## src/core/sd_pkg.sv

```systemverilog
// Shared constants and types for the switch-detection front end.
// Assumes one 50 MHz clock domain; comparator inputs arrive as millivolt codes.
package sd_pkg;

    // ==================================================================
    // Sizes
    localparam int SD_CH_MAX = 24;     // Largest number of switch inputs
    localparam int SD_MV_W = 16;       // Width of an input voltage code
    localparam int SD_WET_W = 3;       // Width of a wetting-current code
    localparam int SD_CIE_W = 8;       // Width of the interrupt-enable word

    // ==================================================================
    // Configuration interrupt-enable word
    localparam logic [7:0] SD_CIE_OFFSET = 8'h24;   // Offset on the serial map
    localparam int SD_CIE_SSC_BIT = 2;              // State-change enable bit
    localparam logic [7:0] SD_CIE_RST = 8'h00;      // Reset value, all disabled

    // ==================================================================
    // Comparator thresholds in millivolts
    localparam logic [SD_MV_W-1:0] SD_THR_2V0_MV = 16'h07D0;
    localparam logic [SD_MV_W-1:0] SD_THR_2V7_MV = 16'h0A8C;
    localparam logic [SD_MV_W-1:0] SD_THR_3V0_MV = 16'h0BB8;
    localparam logic [SD_MV_W-1:0] SD_THR_4V0_MV = 16'h0FA0;

    // ==================================================================
    // Encodings
    typedef enum logic [1:0] {
        SD_THR_2V0 = 2'b00,
        SD_THR_2V7 = 2'b01,
        SD_THR_3V0 = 2'b10,
        SD_THR_4V0 = 2'b11
    } sd_thr_e;

    typedef enum logic [1:0] {
        SD_EDGE_NONE = 2'b00,
        SD_EDGE_RISE = 2'b01,
        SD_EDGE_FALL = 2'b10,
        SD_EDGE_BOTH = 2'b11
    } sd_edge_e;

    typedef enum logic [2:0] {
        SD_WET_0MA = 3'b000,
        SD_WET_1MA = 3'b001,
        SD_WET_2MA = 3'b010,
        SD_WET_5MA = 3'b011,
        SD_WET_10MA = 3'b100,
        SD_WET_15MA = 3'b101
    } sd_wet_e;

    // ==================================================================
    // Carriers
    typedef struct packed {
        logic poll_enable;        // 0 selects continuous mode
        logic trigger;            // One-cycle pulse, starts detection
        logic autoscale_disable;  // Stops wetting-current auto-scaling
        logic status_read;        // One-cycle pulse, host read of status
    } sd_ctrl_s;

    typedef struct packed {
        logic running;            // Detection started
        logic continuous;         // Wetting current supplied continuously
        logic autoscale_active;   // Auto-scaling of wetting current active
        logic ssc_flag;           // Switch-state-change status, sticky
    } sd_status_s;

    // ==================================================================
    // Reset values
    localparam logic SD_INT_N_RST = 1'b1;
    localparam sd_status_s SD_STATUS_RST = '0;

endpackage

```

## src/core/sd_chan_detect.sv

```systemverilog
// One switch channel: threshold comparator and transition detector.
// Assumes the voltage code is synchronous to i_clk.
`timescale 1ns/10ps
module sd_chan_detect
    import sd_pkg::*;
(
    input wire logic i_clk,
    input wire logic i_rst,
    input wire logic i_run,
    input wire logic i_enable,
    input wire logic [SD_MV_W-1:0] i_input_mv,
    input wire logic [1:0] i_thr_sel,
    input wire logic [1:0] i_edge_sel,
    output logic o_level,
    output logic o_event
);

    typedef struct packed {
        logic level;
        logic armed;
        logic event_p;
    } sd_chan_s;

    sd_chan_s st;
    sd_chan_s next_st;
    logic [SD_MV_W-1:0] thr_mv;
    logic above;

    // ==================================================================
    // Threshold select, four fixed levels
    always_comb
    begin
        unique case (sd_thr_e'(i_thr_sel))
            SD_THR_2V0: thr_mv = SD_THR_2V0_MV;
            SD_THR_2V7: thr_mv = SD_THR_2V7_MV;
            SD_THR_3V0: thr_mv = SD_THR_3V0_MV;
            SD_THR_4V0: thr_mv = SD_THR_4V0_MV;
        endcase
        above = (i_input_mv > thr_mv);
    end

    // ==================================================================
    // Next state: sample level, flag a selected edge once armed
    always_comb
    begin
        next_st = st;
        next_st.event_p = 1'b0;
        if (i_run && i_enable)
        begin
            next_st.level = above;
            next_st.armed = 1'b1;
            if (st.armed && (above != st.level))
            begin
                if (above)
                begin
                    next_st.event_p = i_edge_sel[0];
                end
                else
                begin
                    next_st.event_p = i_edge_sel[1];
                end
            end
        end
        else
        begin
            next_st.level = 1'b0;
            next_st.armed = 1'b0; // First sample after start makes no edge
        end
    end

    // State register
    always_ff @(posedge i_clk or posedge i_rst)
    begin
        if (i_rst)
        begin
            st <= '0;
        end
        else
        begin
            st <= next_st;
        end
    end

    assign o_level = st.level;
    assign o_event = st.event_p;

endmodule // sd_chan_detect

```

## src/core/sd_switch_detect.sv

```systemverilog
// Switch-detection front end: channel setup, wetting-current steering,
// comparator detection, sticky status and an active-low interrupt pin.
// Assumes all control ports are synchronous to i_clk and that the host
// pulses trigger and status_read for one cycle each.
//
// Notes on behaviour
// - Channel enable bit activates input monitoring.
// - Direction bit zero means sourcing wetting current.
// - Pair wetting code 100 selects 10 mA.
// - Auto-scale disable bit stops current auto-scaling.
// - Threshold code 11 selects four volts.
// - Exactly four thresholds: 2, 2.7, 3, 4 V.
// - Edge code 11 interrupts on both edges.
// - State-change enable lets events pull interrupt.
// - Polling disabled means continuous wetting current.
// - Trigger starts detection with current settings.
// - Start raises baseline interrupt; status read clears.
// - Switch transition asserts active-low interrupt output.
// - Status holds comparator state and interrupt flags; comparator state comes out on o_comp_state, not in o_status.
// - Edge codes: none, rising, falling, both.
// - State-change enable is bit 2, reset off.
`timescale 1ns/10ps
module sd_switch_detect
    import sd_pkg::*;
#(
    parameter int N_CH = SD_CH_MAX
)
(
    input wire logic i_clk,
    input wire logic i_rst,
    input wire logic [N_CH-1:0] i_chan_enable,
    input wire logic [N_CH-1:0] i_chan_current_direction,
    input wire logic [N_CH/2-1:0][SD_WET_W-1:0] i_wetting_level,
    input wire logic [N_CH/4-1:0][1:0] i_threshold_sel,
    input wire logic [N_CH-1:0][1:0] i_edge_sel,
    input wire logic [SD_CIE_W-1:0] i_config_irq_enable_reg,
    input wire sd_ctrl_s i_ctrl,
    input wire logic [N_CH-1:0][SD_MV_W-1:0] i_input_mv,
    output logic o_int_n,
    output sd_status_s o_status,
    output logic [N_CH-1:0] o_chan_flags,
    output logic [N_CH-1:0] o_comp_state,
    output logic [N_CH-1:0] o_source_en,
    output logic [N_CH-1:0] o_sink_en,
    output logic [N_CH-1:0][SD_WET_W-1:0] o_wetting_code
);

    // ==================================================================
    // Elaboration check: channels come in groups of four
    if ((N_CH < 4) || (N_CH > SD_CH_MAX) || ((N_CH % 4) != 0))
    begin : g_bad_n_ch
        $error("N_CH must be a multiple of 4 between 4 and 24");
    end

    // ==================================================================
    // State of the block
    typedef struct packed {
        logic int_n;
        sd_status_s status;
        logic [N_CH-1:0] chan_flags;
        logic [N_CH-1:0] source_en;
        logic [N_CH-1:0] sink_en;
        logic [N_CH-1:0][SD_WET_W-1:0] wetting_code;
    } sd_top_s;

    sd_top_s st;
    sd_top_s next_st;
    logic [N_CH-1:0] chan_event;
    logic [N_CH-1:0] chan_level;
    logic ssc_enable;
    logic current_on;

    // ==================================================================
    // Per-channel comparators and transition detectors
    for (genvar ch = 0; ch < N_CH; ch++)
    begin : g_chan
        sd_chan_detect u_chan (
            .i_clk(i_clk),
            .i_rst(i_rst),
            .i_run(st.status.running),
            .i_enable(i_chan_enable[ch]),
            .i_input_mv(i_input_mv[ch]),
            .i_thr_sel(i_threshold_sel[ch/4]),
            .i_edge_sel(i_edge_sel[ch]),
            .o_level(chan_level[ch]),
            .o_event(chan_event[ch])
        );
    end

    // Interrupt gate and continuous-mode current supply
    assign ssc_enable = i_config_irq_enable_reg[SD_CIE_SSC_BIT];
    assign current_on = st.status.running && !i_ctrl.poll_enable;

    // ==================================================================
    // Next-state logic
    always_comb
    begin
        next_st = st;

        // Start of detection, latched until reset
        if (i_ctrl.trigger)
        begin
            next_st.status.running = 1'b1;
        end
        next_st.status.continuous = current_on;
        next_st.status.autoscale_active = current_on && !i_ctrl.autoscale_disable;

        // Host read clears sticky status; a new event in the same cycle wins
        if (i_ctrl.status_read)
        begin
            next_st.status.ssc_flag = 1'b0;
            next_st.chan_flags = '0;
        end
        next_st.chan_flags = next_st.chan_flags | chan_event;
        if ((i_ctrl.trigger && !st.status.running) || (|chan_event))
        begin
            next_st.status.ssc_flag = 1'b1;
        end

        // Pin pulled low while an enabled state change is pending
        next_st.int_n = !(next_st.status.ssc_flag && ssc_enable);

        // Wetting-current steering per channel
        for (int ch = 0; ch < N_CH; ch++)
        begin
            next_st.source_en[ch] = current_on && i_chan_enable[ch]
                && !i_chan_current_direction[ch];
            next_st.sink_en[ch] = current_on && i_chan_enable[ch]
                && i_chan_current_direction[ch];
            if (i_wetting_level[ch/2] > SD_WET_15MA)
            begin
                next_st.wetting_code[ch] = SD_WET_0MA; // Unused codes: current off
            end
            else
            begin
                next_st.wetting_code[ch] = i_wetting_level[ch/2];
            end
        end
    end

    // ==================================================================
    // State register
    always_ff @(posedge i_clk or posedge i_rst)
    begin
        if (i_rst)
        begin
            st <= '0;
            st.int_n <= SD_INT_N_RST;
            st.status <= SD_STATUS_RST;
        end
        else
        begin
            st <= next_st;
        end
    end

    // ==================================================================
    // Outputs, all straight from the state register or channel flops
    assign o_int_n = st.int_n;
    assign o_status = st.status;
    assign o_chan_flags = st.chan_flags;
    assign o_comp_state = chan_level;
    assign o_source_en = st.source_en;
    assign o_sink_en = st.sink_en;
    assign o_wetting_code = st.wetting_code;

endmodule // sd_switch_detect

```

## config.mk

```make
export PLATFORM = sky130hd
export DESIGN_NAME = sd_switch_detect
export DESIGN_NICKNAME = d
export VERILOG_FILES = /design/src/core/sd_pkg.sv /design/src/core/sd_chan_detect.sv /design/src/core/sd_switch_detect.sv
export SDC_FILE = /design/constraint.sdc
export NUM_CORES = 1
export LEC_CHECK = 0
export ABC_AREA = 1
export ABC_CLOCK_PERIOD_IN_PS = 6900
export BUFFER_PORTS_ARGS = -buffer_cell sky130_fd_sc_hd__buf_2
export CAP_MARGIN = 20
export CORE_AREA = 2 2 279 281
export CTS_BUF_LIST = sky130_fd_sc_hd__clkbuf_4 sky130_fd_sc_hd__clkbuf_8
export DETAILED_ROUTE_END_ITERATION = 7
export DIE_AREA = 0 0 281 283
export SLEW_MARGIN = 5
export SYNTH_ARGS = -nofsm -noshare
export SYNTH_HDL_FRONTEND = slang
export SYNTH_SLANG_ARGS = --single-unit
```

## constraint.sdc

```tcl
create_clock -name i_clk -period 6.9 [get_ports i_clk]
set_clock_uncertainty 0.1 [all_clocks]
set_input_delay 0.69 -clock i_clk [delete_from_list [all_inputs] [get_ports i_clk]]
set_output_delay 0.69 -clock i_clk [all_outputs]
set_load 0.05 [all_outputs]
```

# Word level (Yosys, flattened, before mapping)

Index checks and enable logic that the tools add are counted.

Flip-flop bits (word level): 185
Input bits: 542
Output and inout port bits: 173
Word-level logic and storage cells: 447

$lt $le $gt $ge: 36
Eq/ne operators: 42
Multiplexer cells: 116
Bitwise gates (word level): 1
Reduce and logical (&&, ||, !) cells: 160

Operators with widths:

| operator             | count |
|---|---|
| $gt A16 B16 Y1       | 24 |
| $pmux W16 S4         | 6 |
| $logic_and A1 B1 Y1  | 124 |
| $mux W1              | 73 |
| $mux W2              | 24 |
| $gt A3 B3 Y1 const B | 12 |
| $mux W3              | 12 |
| $logic_not A1 Y1     | 28 |
| $mux W25             | 1 |
| $eq A2 B2 Y1 const B | 12 |
| $ne A1 B1 Y1         | 24 |
| $or A24 B24 Y24      | 1 |
| $reduce_or A24 Y1    | 1 |
| $eq A2 B1 Y1 const B | 6 |
| $logic_not A2 Y1     | 6 |
| $logic_or A1 B1 Y1   | 1 |

# Longest topological paths before layout

Word-level depth: 7
Gate-level depth with buffers: 16
Gate-level depth less buffers: 16

# Cells and area by module

From an unflattened synthesis, not the netlist that was laid out.

Cell total of the unflattened synthesis: 1888
Area, all modules: 14511.4 um2

By module, submodules not included:

| module           | instances | cells each | area an instance (um2) |
|---|---|---|---|
| sd_chan_detect   | 24        | 63         | 429.2 |
| sd_switch_detect | 1         | 376        | 4211.5 |

# Worst setup path after synthesis

OpenSTA, ideal clock, no wires.

Kind: in2reg
Start: input port i_threshold_sel[0] in the netlist's numbering
End: register g_chan[2].u_chan.st (netlist bit g_chan[2].u_chan.o_event)
Arrival time: 2.095 ns
Data required time: 6.686 ns
Path slack: 4.590 ns
Stages on the path: 15
Path buffers: 1
Cells stage by stage: inv_1 > ha_1 > buf_6 > inv_1 > ha_1 > inv_1 > nor2_1 > o21ai_0 > o211ai_1 > nand2_1 > nand2_1 > nand2_1 > nand2_1 > nand2_1 > nor2_1

RTL lines:

| what                 | line                   | RTL |
|---|---|---|
| start, declared      | sd_switch_detect.sv:34 | `input wire logic [N_CH/4-1:0][1:0] i_threshold_sel,` |
| end signal, assigned | sd_chan_detect.sv:80   | `st <= next_st;` |
| end, declared        | sd_chan_detect.sv:24   | `sd_chan_s st;` |

# Worst setup path in the final report

Start: register st (netlist bit o_status[3])
End: output port o_status[3] in the netlist's numbering

RTL lines:

| what                   | line                    | RTL |
|---|---|---|
| start, declared        | sd_switch_detect.sv:66  | `sd_top_s st;` |
| start signal, assigned | sd_switch_detect.sv:153 | `st <= next_st;` |
| end, declared          | sd_switch_detect.sv:40  | `output sd_status_s o_status,` |

No word-level cell between the ends.

==> summary.txt <==
Critical path
  • Crit-path max FO: 16
  • Worst setup SP type: register
  • FF-to-FF setup slack: 4.90 ns
  • WP buf/inv: 2
  • CP cell instances: buf_4 -> buf_2
  • Crit path DAT: 2.09 ns
  • Crit Path Class: register to primary output
  • Worst R2R Start: g_chan[11].u_chan.o_event
  • Worst r2r dst: o_int_n
  • R2r worst-path depth: 5
  • Highest-delay cell along the critical path: dfrtp_2
  • Req. time, crit path: 6.11 ns
  • Top delay family on crit path: flip-flops
  • CP endpoint kind: primary output
  • Largest stage delay, worst path: 0.76 ns

Logic synthesis
  • Predominant post-synthesis flop cell: dfrtp_1
  • Ys async rst share: 100%
  • Cell variety after synth: 30
  • Synth Instances: 1682
  • EDFF count, synth: 0
  • Post-synthesis area per instance: 7.78 sq um
  • Yosys reg bits: 185
  • Share of the synthesized area in the top cell type: 35.2%
  • Most numerous cell in the Yosys netlist: nand2_1
  • Register area share after synthesis: 35.4%
  • Largest cells by area after synthesis: dfrtp_1 (35%), ha_1 (18%), nand2_1 (13%)
  • Yosys top cell by area: dfrtp_1
  • Synth Net Count: 2414
  • Synth top cells by count: nand2_1 (455), nor2_1 (204), inv_1 (203), ha_1 (190), dfrtp_1 (184)
  • Yosys warnings: 0
  • Syn Std Cell Area: 13100 sq um

Routing
  • DRC violations left: 0
  • Vias/cell: 3.86
  • WL final: 53.8 mm
  • 1st-iter DRT viols: 394
  • Vias: 13100
  • WL per Instance: 15.8 microns
  • Detailed Routing Iterations Pass 1: 6
  • Post-route ant nets: 0

CTS
  • Worst-skew pair later-pin latency: 0.55 ns
  • Cts hold-fix bufs: 0
  • CTS buffer count: 17
  • CTS Root Buffer Type: clkbuf_8
  • Clock-pin slew on the worst setup and hold paths: 0.14 ns
  • CTS sink count: 185
  • Setup bufs post-CTS: 0
  • CTS Buffer Depth: 2
  • CTS tree: done
  • H-tree depth: 4
  • Post-cts gate resize count: 0

Final layout
  • Share of layout cells above drive strength 1: 35.0%
  • Layout Cells excl Fill: 3400
  • Filler instances: 8578
  • Area Overhead vs Synth: 36.6%
  • Final net count: 3068

Global route
  • GR Util met3: 3.95%
  • Grt met1 use: 14.1%
  • Initial antenna violation count: 20
  • GR Util met2: 24.0%
  • Largest net degree at the start of global routing: 110
  • Gr ovfl total: 0
  • Gr busiest metal: met2
  • Vias in the first global route: 12900
  • GRT Overall Usage: 13.2%
  • First-pass GRT wire length: 76.8 mm

STA
  • Slew Limit Fails: 0
  • Max frequency: 347 MHz
  • Final worst path period share: 41.7%
  • Unrepaired setup endpoints after global routing: no
  • Min cycle time layout: 2.88 ns
  • Setup-failing EPs final: 0
  • Setup TNS: 0 ns
  • Least-Margin Pin Slew: 0.891 ns
  • Max transition margin: 40.0%
  • Final Hold Fails: 0

Placed design
  • HPWL after detailed placement: 45.3 mm
  • Port bufs: 707
  • Routability cong.: 0.880
  • Cell count after placement: 3357

Die
  • Die span in y: 283 microns
  • I/O pin count: 715
  • Total Die Area: 79500 sq um
  • Initial core utilization: 17.1%
  • Die width: 281 microns
  • Core footprint: 76700 sq um
  • FP Rows: 102

Run status
  • Status: finished clean

Power and ir drop
  • Leak: 10.2 nW
  • VDD IR max: 0.0828 mV
  • Pwr dens: 163 nW/um^2
  • Pwr Total: 0.00292 W

Run
  • Number of max-cap violations: 0

Worst hold path
  • Worst min path class: input port to asynchronous set/reset pin
[power by group]
| part | switching, W | total (W) | internal, W |
|---|---|---|---|
| logic | 0.000582 | 0.000890 | 0.000308 |
| registers | 0.0000284 | 0.00117 | 0.00114 |
| clock network | 0.000570 | 0.000862 | 0.000292 |
[worst reg2reg max path: cells and delay by family, from the launching register on]
family,cells,cell delay (ns)
and+or+nand+nor,5,1.45
DFF,1,0.42
[area by class of cell]
class                      count  area (sq um)  share of cell area (%)
clock buffer                  17           234                    1.31
clock inverter                15           209                    1.17
timing repair buffer         713          3590                    20.0
multi-input combinational   1215          7130                    39.8
sequential                   185          4630                    25.9
tap                         1040          1300                    7.27
inverter                     204           773                    4.32
antenna                       11          27.5                   0.154
[stage by stage]
step	hold slack [ns]	instance area [sq um]	util, %	worst slack (ns)
after global placement	0.338	17400	22.7	3.83
after detailed placement	0.344	17400	22.7	3.82
after floorplan	0.328	13100	-	1.08
after CTS	0.0753	17900	23.3	3.87
after global routing	0.107	17900	23.3	3.85
final	0.139	17900	23.3	4.02
[worst max-delay path by stage]
| stage | cells after the start | slack, ns | to | from |
|---|---|---|---|---|
| floorplan | 1 | 1.08 | g_chan[0].u_chan.o_event | i_rst |
| global placement | 15 | 3.83 | g_chan[7].u_chan.o_event | i_threshold_sel[2] |
| detailed placement | 15 | 3.82 | g_chan[1].u_chan.o_event | i_threshold_sel[0] |
| CTS | 2 | 3.87 | o_status[3] | o_status[3] |
| global route | 2 | 3.85 | o_status[3] | o_status[3] |
| finish | 2 | 4.02 | o_status[3] | o_status[3] |
[cell usage in the layout (no fill, tap or decap), drive strengths merged]
cell,count
diode,11
buf,713
clkinv,6
ha,190
inv,213
a21o,8
nor2,205
or2,46
a21oi,42
clkbuf,17
nand4,7
dfrtp,184
nand2,461
a21boi,12
nor3,74
o211ai,18
o21bai,6
nor3b,24
nand3,90
o21ai,26
dfstp,1
nor4,6
[routing by layer]
metal	wire length [microns]	up-vias	part of all wire [%]
li1	-	6652	-
met1	20800	5913	39
met4	1520	14	2.8
met5	92	-	0.17
met3	4070	83	7.6
met2	27300	477	51
[logic make-up (layout without fill, tap and decap cells)]
group | Yosys count | after routing | synth area share, %
other | 0 | 11 | 0
AO/OA/AOI/OAI | 112 | 112 | 5.55
adder cells (fa/ha/maj) | 190 | 190 | 18.2
flip-flops | 185 | 185 | 35.4
AND/OR/NAND/NOR | 913 | 913 | 30.7
buffers and inverters | 282 | 949 | 10.2
[registers in the layout (all words and copies together), names as in the netlist]
name	count
o_chan_flags	24
o_source_en	24
g_chan.u_chan.st	24
o_int_n	1
g_chan.u_chan.o_level	24
o_wetting_code	36
o_status	4
g_chan.u_chan.o_event	24
o_sink_en	24
Power figures use the tool's default switching activity.
